==> config.mk <==
export PLATFORM = sky130hd
export DESIGN_NAME = omf_top
export DESIGN_NICKNAME = d
export VERILOG_FILES = /design/src/verilog/omf_pkg.sv /design/src/verilog/omf_ramp_if.sv /design/src/verilog/omf_top.sv /design/src/verilog/omf_sync.sv /design/src/verilog/omf_ramp.sv
export SDC_FILE = /design/constraint.sdc
export NUM_CORES = 2
export LEC_CHECK = 0
export BUFFER_PORTS_ARGS = -buffer_cell sky130_fd_sc_hd__buf_2
export CAP_MARGIN = 10
export CORE_MARGIN = 2
export CORE_UTILIZATION = 65
export CTS_CLUSTER_SIZE = 28
export DETAILED_ROUTE_END_ITERATION = 10
export GPL_ROUTABILITY_DRIVEN = 0
export PLACE_DENSITY_LB_ADDON = 0.3
export SYNTH_ARGS = -nofsm -noshare
export SYNTH_HDL_FRONTEND = slang
export SYNTH_SLANG_ARGS = --single-unit
==> constraint.sdc <==
create_clock -name clk_sys -period 13.55 [get_ports clk_sys]
set_input_delay 0.6775 -clock clk_sys [delete_from_list [all_inputs] [get_ports clk_sys]]
set_output_delay 0.6775 -clock clk_sys [all_outputs]
set_load 0.02 [all_outputs]
==> src/verilog/omf_pkg.sv <==
// constants shared by the output mute and filter control block
package omf_pkg;
  // register byte offsets
  localparam logic [11:0] ADDR_CONTROL = 12'h000;
  localparam logic [11:0] ADDR_STATUS = 12'h004;
  // control register field positions
  localparam int CTL_SOFT_RESET_N = 0;
  localparam int CTL_SOFT_MUTE = 1;
  localparam int CTL_SEMI_AUTO = 2;
  localparam int CTL_DITHER = 3;
  localparam int CTL_PERIOD_LO = 4;
  localparam int CTL_SHORT_DELAY = 7;
  localparam int CTL_SLOW_ROLLOFF = 8;
  localparam int CTL_DEEMPH_LO = 9;
  localparam int CTL_W = 11;
  // control reset value: soft reset released, de-emphasis off, sharp filter
  localparam logic [CTL_W-1:0] CTL_RESET = 11'h201;
  // status register field positions
  localparam int STS_FAULT = 0;
  localparam int STS_AT_ZERO = 1;
  localparam int STS_BUSY = 2;
  localparam int STS_SEMI = 3;
  localparam int STS_LEVEL_LO = 16;
  // attenuation level: full scale is 0 dB, zero is full mute
  localparam int LEVEL_W = 11;
  localparam logic [LEVEL_W-1:0] LEVEL_FULL = 11'h400;
  localparam logic [LEVEL_W-1:0] LEVEL_MUTE = 11'h000;
  // ramp period codes: 1024 frames times two to the code, 6 and 7 reserved
  localparam logic [2:0] PERIOD_DEFAULT = 3'h0;
  localparam logic [2:0] PERIOD_LAST = 3'h5;
  localparam int PRESCALE_W = 5;
  // frames of forced mute after a semi-automatic reset release
  localparam logic [12:0] SEMI_FRAMES = 13'h113a;
  // lowest kept bit for each output word length code
  localparam logic [4:0] POS_32 = 5'h00;
  localparam logic [4:0] POS_24 = 5'h08;
  localparam logic [4:0] POS_20 = 5'h0c;
  localparam logic [4:0] POS_16 = 5'h10;
  // own channel bits in a tdm frame (two 32-bit slots)
  localparam logic [7:0] OWN_BITS = 8'h40;
  localparam logic [15:0] LFSR_SEED = 16'hace1;
  // synchroniser bank bit positions
  localparam int SY_PWRDN = 0;
  localparam int SY_MODE = 1;
  localparam int SY_MUTE = 2;
  localparam int SY_SHORT = 3;
  localparam int SY_SLOW = 4;
  localparam int SY_DEEMPH_LO = 5;
  localparam int SY_WL_LO = 7;
  localparam int SY_BYPASS = 9;
  localparam int SY_TDM = 10;
  localparam int SY_OVC = 11;
  localparam int SY_OVV = 12;
  localparam int SY_LRCK = 13;
  localparam int SY_BCLK = 14;
  localparam int SY_CASC = 15;
  localparam int SYNC_W = 16;
endpackage : omf_pkg

==> src/verilog/omf_ramp_if.sv <==
// carrier between the control logic and the attenuation ramp
`timescale 1ns/100ps
interface omf_ramp_if;
  import omf_pkg::*;
  logic frameTick;
  logic request;
  logic [2:0] periodSel;
  logic clear;
  logic [LEVEL_W-1:0] clearLevel;
  logic [LEVEL_W-1:0] level;
  logic busy;
  modport ctrl (output frameTick, request, periodSel, clear, clearLevel, input level, busy);
  modport ramp (input frameTick, request, periodSel, clear, clearLevel, output level, busy);
endinterface : omf_ramp_if

==> src/verilog/omf_top.sv <==
// output mute, dither, filter select, fault latch and tdm cascade output
//
// The implementer's own choices: the register addresses and the APB slave port.
`timescale 1ns/100ps
module omf_top import omf_pkg::*; (
  input wire logic clk_sys, // system clock, 25 MHz
  input wire logic rst, // asynchronous reset, active high
  input wire logic [11:0] paddr, // apb byte address
  input wire logic psel, // apb select
  input wire logic penable, // apb access phase
  input wire logic pwrite, // apb write when high
  input wire logic [31:0] pwdata, // apb write data
  output logic [31:0] prdata, // apb read data
  output logic pready, // apb ready
  output logic pslverr, // apb error for unmapped address
  input wire logic power_down_n, // power-down pin, low powers down
  input wire logic control_mode_select, // high parallel, low serial control
  input wire logic soft_mute_request, // soft mute pin
  input wire logic short_delay_select, // filter pin, short delay
  input wire logic slow_rolloff_select, // filter pin, slow roll-off
  input wire logic [1:0] deemphasis_select, // de-emphasis pins
  input wire logic [1:0] output_word_length, // word length pins
  input wire logic bypass_mode, // converter bypassed when high
  input wire logic tdm_mode, // tdm output format when high
  input wire logic over_current, // regulator over-current detect
  input wire logic over_voltage, // regulator over-voltage detect
  input wire logic output_frame_clock, // output frame clock pin
  input wire logic output_bit_clock, // output bit clock pin
  input wire logic cascade_tdm_in, // upstream tdm serial data
  input wire logic [31:0] sample_left, // converted left sample
  input wire logic [31:0] sample_right, // converted right sample
  output logic serial_data_out, // serial audio output
  output logic fault_status_out, // high on fault or power-down
  output logic regulator_enable, // regulator powered when high
  output logic [1:0] filter_mode, // selected interpolation filter
  output logic [1:0] deemph_mode // selected de-emphasis
);

  ////////////////////////////////////////////////////////////////////////////
  // pin synchronisation and edge detection

  logic [SYNC_W-1:0] pinRaw;
  logic [SYNC_W-1:0] pinSync;
  logic lrckDly;
  logic bclkDly;
  logic frameRise;
  logic frameFall;
  logic bclkRise;
  logic bclkFall;
  logic pwrOn;
  logic parallelMode;
  logic tdmOn;
  logic bypassOn;
  logic faultIn;

  // gather every outside pin into one bank
  assign pinRaw = {cascade_tdm_in, output_bit_clock, output_frame_clock, over_voltage,
                   over_current, tdm_mode, bypass_mode, output_word_length,
                   deemphasis_select, slow_rolloff_select, short_delay_select,
                   soft_mute_request, control_mode_select, power_down_n};

  omf_sync u_sync (
    .clk_sys(clk_sys),
    .rst(rst),
    .din(pinRaw),
    .dout(pinSync)
  );

  // named views of the synchronised pins
  assign pwrOn = pinSync[SY_PWRDN];
  assign parallelMode = pinSync[SY_MODE];
  assign tdmOn = pinSync[SY_TDM];
  assign bypassOn = pinSync[SY_BYPASS];
  assign faultIn = pinSync[SY_OVC] | pinSync[SY_OVV];

  // delayed copies of the sampled clocks for edge finding
  always_ff @(posedge clk_sys or posedge rst) begin
    if (rst) begin
      lrckDly <= 1'b0;
      bclkDly <= 1'b0;
    end else begin
      lrckDly <= pinSync[SY_LRCK];
      bclkDly <= pinSync[SY_BCLK];
    end
  end

  assign frameRise = pinSync[SY_LRCK] & ~lrckDly;
  assign frameFall = ~pinSync[SY_LRCK] & lrckDly;
  assign bclkRise = pinSync[SY_BCLK] & ~bclkDly;
  assign bclkFall = ~pinSync[SY_BCLK] & bclkDly;

  ////////////////////////////////////////////////////////////////////////////
  // apb register slave, one wait state per transfer

  logic [CTL_W-1:0] ctrl;
  logic [31:0] status;
  logic mapped;
  logic accessDone;
  logic faultLatch;
  logic semiActive;
  logic [LEVEL_W-1:0] level;
  logic rampBusy;

  assign mapped = (paddr == ADDR_CONTROL) || (paddr == ADDR_STATUS);
  assign accessDone = psel & penable & pready;

  // status word built from live block state
  always_comb begin
    status = 32'h0000_0000;
    status[STS_FAULT] = faultLatch;
    status[STS_AT_ZERO] = (level == LEVEL_MUTE);
    status[STS_BUSY] = rampBusy;
    status[STS_SEMI] = semiActive;
    status[STS_LEVEL_LO +: LEVEL_W] = level;
  end

  // ready, read data and error are all registered
  always_ff @(posedge clk_sys or posedge rst) begin
    if (rst) begin
      pready <= 1'b0;
      prdata <= 32'h0000_0000;
      pslverr <= 1'b0;
    end else begin
      pready <= psel & penable & ~pready;
      pslverr <= psel & penable & ~pready & ~mapped;
      if (psel && penable && !pready && !pwrite && paddr == ADDR_CONTROL) begin
        prdata <= {21'h000000, ctrl};
      end else if (psel && penable && !pready && !pwrite && paddr == ADDR_STATUS) begin
        prdata <= status;
      end else begin
        prdata <= 32'h0000_0000;
      end
    end
  end

  // control register write at the completing edge
  always_ff @(posedge clk_sys or posedge rst) begin
    if (rst) begin
      ctrl <= CTL_RESET;
    end else if (accessDone && pwrite && paddr == ADDR_CONTROL) begin
      ctrl <= pwdata[CTL_W-1:0];
    end
  end

  ////////////////////////////////////////////////////////////////////////////
  // regulator fault latch and power-down

  logic runOk;
  logic softResetBit;
  logic softHold;
  logic softResetDly;

  always_ff @(posedge clk_sys or posedge rst) begin
    if (rst) begin
      faultLatch <= 1'b0;
    end else if (faultIn) begin
      faultLatch <= 1'b1;
    end else if (!pwrOn) begin
      faultLatch <= 1'b0;
    end
  end

  always_ff @(posedge clk_sys or posedge rst) begin
    if (rst) begin
      fault_status_out <= 1'b1;
      regulator_enable <= 1'b0;
    end else begin
      fault_status_out <= ~pwrOn | faultLatch | faultIn;
      regulator_enable <= pwrOn & ~faultLatch & ~faultIn;
    end
  end

  assign runOk = pwrOn & ~faultLatch;
  assign softResetBit = ctrl[CTL_SOFT_RESET_N];
  assign softHold = ~parallelMode & ~softResetBit;

  ////////////////////////////////////////////////////////////////////////////
  // soft mute control and semi-automatic release

  omf_ramp_if rampBus ();
  logic muteReq;
  logic muteBit;
  logic semiArm;
  logic [12:0] semiCount;

  assign muteBit = ctrl[CTL_SOFT_MUTE];
  assign semiArm = ~parallelMode & ctrl[CTL_SEMI_AUTO] & muteBit;

  assign muteReq = parallelMode ? pinSync[SY_MUTE] : muteBit;

  always_ff @(posedge clk_sys or posedge rst) begin
    if (rst) begin
      softResetDly <= 1'b1;
      semiActive <= 1'b0;
      semiCount <= 13'h0000;
    end else begin
      softResetDly <= softResetBit;
      if (!runOk || softHold) begin
        semiActive <= 1'b0;
        semiCount <= 13'h0000;
      end else if (softResetBit && !softResetDly && semiArm) begin
        semiActive <= 1'b1;
        semiCount <= 13'h0000;
      end else if (semiActive && frameRise) begin
        if (semiCount == SEMI_FRAMES - 13'h0001) begin
          semiActive <= 1'b0;
        end
        semiCount <= semiCount + 13'h0001;
      end
    end
  end

  assign rampBus.request = muteReq | semiActive;
  assign rampBus.frameTick = frameRise;
  assign rampBus.periodSel = parallelMode ? PERIOD_DEFAULT : ctrl[CTL_PERIOD_LO +: 3];
  assign rampBus.clear = ~runOk | softHold;
  assign rampBus.clearLevel = (semiArm & softHold) ? LEVEL_MUTE : LEVEL_FULL;
  assign level = rampBus.level;
  assign rampBusy = rampBus.busy;

  omf_ramp u_ramp (
    .clk_sys(clk_sys),
    .rst(rst),
    .rp(rampBus.ramp)
  );

  ////////////////////////////////////////////////////////////////////////////
  // filter and de-emphasis selection

  always_ff @(posedge clk_sys or posedge rst) begin
    if (rst) begin
      filter_mode <= 2'h0;
      deemph_mode <= 2'h1;
    end else if (parallelMode) begin
      filter_mode <= {pinSync[SY_SHORT], pinSync[SY_SLOW]};
      deemph_mode <= pinSync[SY_DEEMPH_LO +: 2];
    end else begin
      filter_mode <= {ctrl[CTL_SHORT_DELAY], ctrl[CTL_SLOW_ROLLOFF]};
      deemph_mode <= ctrl[CTL_DEEMPH_LO +: 2];
    end
  end

  ////////////////////////////////////////////////////////////////////////////
  // sample shaping: attenuation, dither, word length

  logic [15:0] lfsr;
  logic [1:0] wlCode;
  logic [31:0] wordL;
  logic [31:0] wordR;

  // scale a sample by the attenuation level, 0 dB at full scale
  function automatic logic [31:0] omf_scale(input logic [31:0] w, input logic [LEVEL_W-1:0] lv);
    logic signed [43:0] prod;
    prod = $signed(w) * $signed({1'b0, lv});
    return prod[41:10];
  endfunction : omf_scale

  // add dither below the kept lsb, saturate, then clear the dropped bits
  function automatic logic [31:0] omf_shape(input logic [31:0] w, input logic [1:0] wl,
                                            input logic dith, input logic rnd);
    logic [4:0] pos;
    logic [32:0] sum;
    logic [31:0] res;
    case (wl)
      2'h0: pos = POS_32;
      2'h1: pos = POS_24;
      2'h2: pos = POS_20;
      default: pos = POS_16;
    endcase
    sum = {w[31], w};
    if (dith && rnd && pos != POS_32) begin
      sum = sum + (33'h1 << (pos - 5'h01));
    end
    if (sum[32] != sum[31]) begin
      res = sum[32] ? 32'h8000_0000 : 32'h7fff_ffff;
    end else begin
      res = sum[31:0];
    end
    return res & (32'hffff_ffff << pos);
  endfunction : omf_shape

  // tdm output is always 32 bits wide
  assign wlCode = tdmOn ? 2'h0 : pinSync[SY_WL_LO +: 2];

  always_comb begin
    wordL = omf_shape(bypassOn ? sample_left : omf_scale(sample_left, level), wlCode,
                      ctrl[CTL_DITHER], lfsr[0]);
    wordR = omf_shape(bypassOn ? sample_right : omf_scale(sample_right, level), wlCode,
                      ctrl[CTL_DITHER], lfsr[1]);
  end

  // dither source advances once per frame
  always_ff @(posedge clk_sys or posedge rst) begin
    if (rst) begin
      lfsr <= LFSR_SEED;
    end else if (frameRise) begin
      lfsr <= {lfsr[14:0], lfsr[15] ^ lfsr[13] ^ lfsr[12] ^ lfsr[10]};
    end
  end

  ////////////////////////////////////////////////////////////////////////////
  // serial output and tdm cascade

  logic [63:0] shiftReg;
  logic [31:0] rightHold;
  logic [7:0] bitCount;
  logic [63:0] cascDelay;
  logic outRun;

  assign outRun = runOk & ~softHold;

  // upstream channels delayed by two slots
  always_ff @(posedge clk_sys or posedge rst) begin
    if (rst) begin
      cascDelay <= 64'h0;
    end else if (!outRun) begin
      cascDelay <= 64'h0;
    end else if (bclkRise) begin
      cascDelay <= {cascDelay[62:0], pinSync[SY_CASC]};
    end
  end

  always_ff @(posedge clk_sys or posedge rst) begin
    if (rst) begin
      serial_data_out <= 1'b0;
      shiftReg <= 64'h0;
      rightHold <= 32'h0;
      bitCount <= 8'h00;
    end else if (!outRun) begin
      serial_data_out <= 1'b0;
      shiftReg <= 64'h0;
      rightHold <= 32'h0;
      bitCount <= 8'h00;
    end else if (frameRise) begin
      serial_data_out <= wordL[31];
      shiftReg <= tdmOn ? {wordL[30:0], wordR, 1'b0} : {wordL[30:0], 33'h0};
      rightHold <= wordR;
      bitCount <= 8'h01;
    end else if (frameFall && !tdmOn) begin
      serial_data_out <= rightHold[31];
      shiftReg <= {rightHold[30:0], 33'h0};
      bitCount <= 8'h01;
    end else if (bclkFall) begin
      if (tdmOn && bitCount >= OWN_BITS) begin
        serial_data_out <= cascDelay[63];
      end else begin
        serial_data_out <= shiftReg[63];
      end
      shiftReg <= {shiftReg[62:0], 1'b0};
      if (bitCount != 8'hff) begin
        bitCount <= bitCount + 8'h01;
      end
    end
  end

endmodule : omf_top

==> src/verilog/omf_sync.sv <==
// two flip-flop synchroniser bank for the pin inputs
`timescale 1ns/100ps
module omf_sync import omf_pkg::*; (
  input wire logic clk_sys, // system clock
  input wire logic rst, // asynchronous reset, active high
  input wire logic [SYNC_W-1:0] din, // raw pin levels
  output logic [SYNC_W-1:0] dout // synchronised levels
);
  logic [SYNC_W-1:0] stage1;

  // one pair of flops per pin, first stage read only by the second
  genvar i;
  for (i = 0; i < SYNC_W; i++) begin : g_bit
    always_ff @(posedge clk_sys or posedge rst) begin
      if (rst) begin
        stage1[i] <= 1'b0;
        dout[i] <= 1'b0;
      end else begin
        stage1[i] <= din[i];
        dout[i] <= stage1[i];
      end
    end
  end
endmodule : omf_sync

==> src/verilog/omf_ramp.sv <==
// soft mute attenuation ramp, one step per frame or per prescaled frame
`timescale 1ns/100ps
module omf_ramp import omf_pkg::*; (
  input wire logic clk_sys, // system clock
  input wire logic rst, // asynchronous reset, active high
  omf_ramp_if.ramp rp // ramp control and level
);
  logic [PRESCALE_W-1:0] prescale;
  logic [PRESCALE_W-1:0] limit;
  logic [2:0] code;

  // reserved period codes fall back to the default period
  always_comb begin
    code = (rp.periodSel > PERIOD_LAST) ? PERIOD_DEFAULT : rp.periodSel;
    limit = PRESCALE_W'((32'h1 << code) - 32'h1);
  end

  // ramp is busy until the level sits at the requested end
  assign rp.busy = rp.request ? (rp.level != LEVEL_MUTE) : (rp.level != LEVEL_FULL);

  always_ff @(posedge clk_sys or posedge rst) begin
    if (rst) begin
      rp.level <= LEVEL_FULL;
      prescale <= '0;
    end else if (rp.clear) begin
      rp.level <= rp.clearLevel;
      prescale <= '0;
    end else if (rp.frameTick) begin
      if (prescale >= limit) begin
        prescale <= '0;
        if (rp.request && rp.level != LEVEL_MUTE) begin
          rp.level <= rp.level - 11'h001;
        end else if (!rp.request && rp.level != LEVEL_FULL) begin
          rp.level <= rp.level + 11'h001;
        end
      end else begin
        prescale <= prescale + 5'h01;
      end
    end
  end
endmodule : omf_ramp

== Yosys cells after proc, flatten, opt, wreduce, memory -nomap -nowiden ==
Cells that the tools add are included.
Cells by class
  add/sub/neg operators: 9
  magnitude comparators: 3
  multiplexer cells: 55
  bitwise gates (word level): 38
  shifts and indexed selects: 3
  reduce and logical (&&, ||, !) cells: 39
  equal/unequal tests: 13
  multiply operators: 2
Operators with widths (count)
  two-way mux 64 bit: 6
  two-way mux 32 bit: 8
  two-way mux 33 bit: 3
  multiplier 32 x 12 -> 42 bit: 2
  adder 33 bit: 2
  two-way mux 11 bit: 6
  bitwise AND 32 bit: 2
  two-way mux 27 bit: 2
  two-way mux 8 bit: 5
  two-way mux 13 bit: 3
  left shift 1 x 5 -> 33 bit, first input constant: 1
  left shift 32 x 5 -> 32 bit, first input constant: 1
  logical AND 1 bit: 18
  bitwise AND 1 bit: 15
  two-way mux 5 bit: 3
  case mux 5 bit (3 select lines): 1
  adder 13 x 1 -> 13 bit, second input constant: 1
  equality test 13 bit, second input constant: 1
  two-way mux 1 bit: 13
  NOT 1 bit: 13
  equality test 12 x 3 -> 1 bit, second input constant: 1
  zero test 12 bit: 1
  adder 11 x 1 -> 11 bit, second input constant: 1
  zero test 11 bit: 1
  other kinds (29): 52
Storage, ports and cells
  logic and storage cells: 216
  input port bits: 129
  bits in registers: 302
  output and inout bits: 41

== Logic depth before layout (Yosys ltp) ==
  word-level depth: 13
  depth in mapped cells: 37
  depth with buffers taken out: 33

== Hierarchy ==
A second synthesis with hierarchy kept.
Unflattened totals
  cells, all modules: 4639
  area total of the unflattened synthesis: 39809.4 um^2
Modules (own cells, without submodules)
  omf_top: instances 1, area an instance 37566.0 um^2, cells each 4441
  omf_ramp: instances 1, area an instance 1438.9 um^2, cells each 165
  omf_sync: instances 1, area an instance 804.5 um^2, cells each 33

== Least setup slack after synthesis ==
Ideal clock, no wire load.
  kind: input to register
  start point: in sample_right[7]
  end point: reg shiftReg[2]
  data required time: 13.421 ns
  cell stages on the path: 33
  path slack: 5.486 ns
  path buffers: 2
  arrival time: 7.935 ns
  cells stage by stage: clkbuf_1 > nand2_1 > fa_1 > fa_1 > fa_1 > inv_1 > fa_1 > inv_1 > fa_1 > inv_1 > ha_1 > and3_1 > a221o_1 > a32o_1 > nor2_1 > nand2_1 > xnor2_1 > o21ai_0 > ha_1 > nor3b_1 > a32oi_1 > o21a_1 > o31ai_1 > a41oi_1 > o31ai_1 > a31oi_1 > o31ai_4 > a32oi_2 > xnor2_4 > nor2_4 > buf_6 > a211oi_2 > o22ai_1
Between the ends
  longest elaborated chain between the ends: 10
  elaborated cells on any way between the ends: 11
  classes of those cells: 1 x add/sub; 1 x mul; 1 x eq/ne; 7 x mux; 1 x bitwise
RTL lines
  start: declaration: line omf_top.sv:31  | input wire logic [31:0] sample_right,
  multiplier 32 x 12 -> 42 bit: line omf_top.sv:254  | prod = $signed(w) * $signed({1'b0, lv});
  two-way mux 32 bit (*): line omf_top.sv:288  | wordR = omf_shape(bypassOn ? sample_right : omf_scale(sample_right, level), wlCode,
  adder 33 bit: line omf_top.sv:272  | sum = sum + (33'h1 << (pos - 5'h01));
  two-way mux 33 bit (*): line omf_top.sv:271  | if (dith && rnd && pos != POS_32) begin
  two-way mux 32 bit / != test 1 bit (equally long branches): line omf_top.sv:275, omf_top.sv:274
  two-way mux 32 bit (*): line omf_top.sv:274  | if (sum[32] != sum[31]) begin
  bitwise AND 32 bit (*): line omf_top.sv:279  | return res & (32'hffff_ffff << pos);
  two-way mux 33 bit (*): line omf_top.sv:336  | shiftReg <= tdmOn ? {wordL[30:0], wordR, 1'b0} : {wordL[30:0], 33'h0};
  two-way mux 64 bit (*): line omf_top.sv:334  | end else if (frameRise) begin
  two-way mux 64 bit (*): line omf_top.sv:329  | end else if (!outRun) begin
  end signal: assignment: line omf_top.sv:336
  end signal: assignment: line omf_top.sv:341  | shiftReg <= {rightHold[30:0], 33'h0};
  end signal: assignment: line omf_top.sv:349  | shiftReg <= {shiftReg[62:0], 1'b0};
  end: declaration: line omf_top.sv:304  | logic [63:0] shiftReg;
Every way passes the cells marked *; elsewhere a longest branch is shown, timed or not.
A chain may end at the register's enable or synchronous reset.

== Worst setup path after layout ==
  start point: reg u_ramp.rp.level[3]
  end point: reg shiftReg[28]
Between the ends
  longest elaborated chain between the ends: 10
  elaborated cells on any way between the ends: 11
  classes of those cells: 1 x add/sub; 1 x mul; 1 x eq/ne; 7 x mux; 1 x bitwise
RTL lines
  start: declaration: line omf_ramp_if.sv:13  | modport ramp (input frameTick, request, periodSel, clear, clearLevel, output level, busy);
  start signal: assignment: line omf_ramp.sv:26  | rp.level <= rp.clearLevel;
  start signal: assignment: line omf_ramp.sv:32  | rp.level <= rp.level - 11'h001;
  start signal: assignment: line omf_ramp.sv:34  | rp.level <= rp.level + 11'h001;
  multiplier 32 x 12 -> 42 bit (*): line omf_top.sv:254
  two-way mux 32 bit (*): line omf_top.sv:288
  adder 33 bit: line omf_top.sv:272
  two-way mux 33 bit (*): line omf_top.sv:271
  two-way mux 32 bit / != test 1 bit (equally long branches): line omf_top.sv:275, omf_top.sv:274
  two-way mux 32 bit (*): line omf_top.sv:274
  bitwise AND 32 bit (*): line omf_top.sv:279
  two-way mux 33 bit (*): line omf_top.sv:336
  two-way mux 64 bit (*): line omf_top.sv:334
  two-way mux 64 bit (*): line omf_top.sv:329
Marks and branches as above.

==> impl_metrics.yaml <==
cts:
  postCtsHoldBufs: 0
  cts-root-buf: "clkbuf_16"
  path_clk_slew_ps: 60
  cts_resized: 0
  htree_levels: 1
  cts_tree: "done"
  clockBufferDepth: 3
  cts_buffers: 30
  clock-sinks: 291
  cts_setup_buffers: 0
  clock_latency_ps: 560
place:
  hpwl_mm: 74.6
  io_buffers: 138
  place_area_um2: 40600
  place_ws_ps: 3670
global_route:
  grt_pass1_vias: 32800
  grt_max_degree: 143
  overflow: 0
  grtUsageTotal: 0.321
  antenna_found_initial: 2
  grt_pass1_wl_mm: 165
power_and_ir_drop:
  pwr-share-clk: 0.342
  power_frac_seq: 0.383
  combinationalPowerShare: 0.274
  p_sw_mw: 0.770
  vdd_drop_max_mv: 0.0880
  switching_share: 0.332
  cellLeakagePower_nw: 19.9
  internal_power_mw: 1.55
  powerDensity_nw_per_um2: 55.7
synth:
  syn_area_per_cell_um2: 8.50
  yosysSeqAreaShare: 0.183
  ys_ff_latch: 291
  yosysTopAreaCellShare: 0.298
  synth_cell_types: 110
  ys.flop_type: "dfrtp_1"
  postSynthCellCount: 4687
  async_flop_share: 1.00
  yosys_warnings: 0
  synth.area.top_cells: "fa_1, dfrtp_1, nand2_1, inv_1, ha_1"
  synth_edf_count: 0
  mappedNetlistArea_um2: 39800
  synth_top_area_cell: "fa_1"
route:
  drt_iter0_drc: 2901
  avgViaCountPerCell: 5.95
  first_pass_iters: 6
  drt_wl_total_mm: 98.8
  drc: 0
  vias: 32300
  wire_per_inst_um: 18.2
  antenna_left: 0
floorplan:
  core_um2: 60500
  die_h_um: 252
  die_area_um2: 63300
  start_util: 0.659
  num_rows: 90
  ioPinCount: 170
  die_w_um: 252
run_status:
  status: "completed"
worst_setup_path:
  start_kind: "flip-flop"
  timing.rr.start: "u_ramp.rp.level[3]"
  crit_path_end_kind: "flip-flop"
  cp.arrival_ps: 10500
  critical_path_class: "reg2reg"
  cp.required_ps: 14010
  rrSetupSlack_ps: 3500
  r2r_cells: 30
  slowest_delay_ps: 780
  critPathLaunch: "u_ramp.rp.level[3]"
  slowest_stage: "dfrtp_2"
  rr_endpoint: "shiftReg[28]"
  endpoint: "shiftReg[28]"
  cpMostUsedCell: "fa_1"
  crit_fanout: 40
timing:
  worst_clock_skew_ps: 17.7
  rsz0062_at_grt: "false"
  finalWorstSetupSlack_ps: 3500
  fmax_mhz: 99.5
  fin_hold_ws_ps: 222
  drv_slew: 0
  finalSetupViolCount: 0
  period_needed_ps: 10050
  setup_tns_ps: 0
  relSlewSlack: 0.206
  finalCritPeriodShare: 0.741
  hold_viol: 0
  worst_pin_slew_ps: 1190
cells_and_area:
  area_growth_syn_to_layout_pct: 4.40
  nNetsFinal: 5552
  drive_above_1_share: 0.0697
  finish.utilization: 0.688
  fin_area_um2: 41600
hold_path:
  min_path_type: "in2reg"
flow_run:
  maxCapViolations: 0
[registers in the layout, indices dropped and copies added (netlist names), 2 cells and up]
signal and count:
prdata 22, u_sync.stage1 16, lfsr 16, deemph_mode 2, ctrl 11, rightHold 32, cascDelay 64, shiftReg 63
u_ramp.prescale 5, u_sync.dout 16, bitCount 8, semiCount 13, filter_mode 2, u_ramp.rp.level 11
[how the worst min path moves through the flow]
stage                                  from               end  slack, ps  depth (start not counted)
after floorplan            u_sync.stage1[0]    u_sync.dout[0]        330                          0
after global placement    u_sync.stage1[15]   u_sync.dout[15]        330                          0
after detailed placement  u_sync.stage1[14]   u_sync.dout[14]        330                          0
after CTS                 soft_mute_request  u_sync.stage1[2]        210                          1
after global routing      soft_mute_request  u_sync.stage1[2]        200                          1
final                     soft_mute_request  u_sync.stage1[2]        220                          1
[per-stage QoR]
stage,cells,power [mW]
after global placement,5366,1.51
after CTS,5418,2.32
final,5420,2.32
after floorplan,4696,1.36
after global routing,5420,2.43
after detailed placement,5366,1.53
[placed cells by master, fill, tap and decap left out, drive strengths merged, types with 11 or more instances in the layout]
cell	n
a21oi	226
and2	221
nand4	43
nand2	942
o22ai	26
clkbuf	44
nor3	56
and3	23
o21ai	172
nor2b	16
nand3	65
inv	744
o31ai	24
mux2	18
a211oi	27
o211ai	21
dfrtp	277
a31oi	23
xnor2	81
or3	12
nand2b	22
a21o	32
o21bai	15
or2	12
buf	167
o2111ai	11
nor2	197
o21a	22
nor4	13
ha	214
xor2	51
dfstp	14
fa	593
mux2i	37
[synth_stat cells, types with 23 or more instances]
library cell / n
and3_1: 23
nand4_1: 43
dfrtp_1: 277
xor2_1: 51
o21ai_1: 35
a21oi_1: 225
mux2i_1: 37
o22ai_1: 26
xnor2_1: 79
inv_1: 744
clkbuf_1: 221
nand2_1: 940
nand3_1: 65
a21o_1: 31
nor2_1: 194
o21ai_0: 131
fa_1: 593
ha_1: 214
and2_1: 221
nor3_1: 55
[critical path, delay by kind of cell, from the launching register on]
kind	cells	cell delay (ps)
AO/OA/AOI/OAI	12	3350
XOR/XNOR	1	140
adder cells (fa/ha/maj)	7	2960
buffers and inverters	2	720
flip-flops	1	780
AND/OR/NAND/NOR	8	2000
[cell type report]
class	count	area [um2]
multi-input cells	3381	28600
fillers	4754	18900
flip-flops and latches	291	7320
inverters	745	2800
well taps	782	978
repair buffers	167	908
clock buffers	44	865
clock inverters	8	72.6
diodes	2	5.00
[cell families after synthesis]
kind of cell	share of synthesized area
and+or+nand+nor	0.189
buffers and inverters	0.0994
adders and majority gates	0.367
AOI/OAI and AO/OA	0.117
DFF	0.183
xor gates and xnor gates	0.0300
muxes	0.0144
other	0.0000942
[layer usage]
layer  up-vias  wire, um  track usage
met1     16100     40800        0.445
met2      1384     47400        0.538
li1      14600         -            -
met5         -         0            0
met4         0      2980       0.0990
met3       198      7550       0.0324
[power groups by stage]
stage          clock network (mW)  logic [mW]  registers, mW
6_report                    0.794       0.636          0.888
5_1_grt                     0.836       0.707          0.888
4_1_cts                     0.801       0.627          0.888
3_5_place_dp                    0       0.623          0.903
3_3_place_gp                    0       0.608          0.903
2_1_floorplan                   0       0.467          0.898
Power figures use the tool's default switching activity.
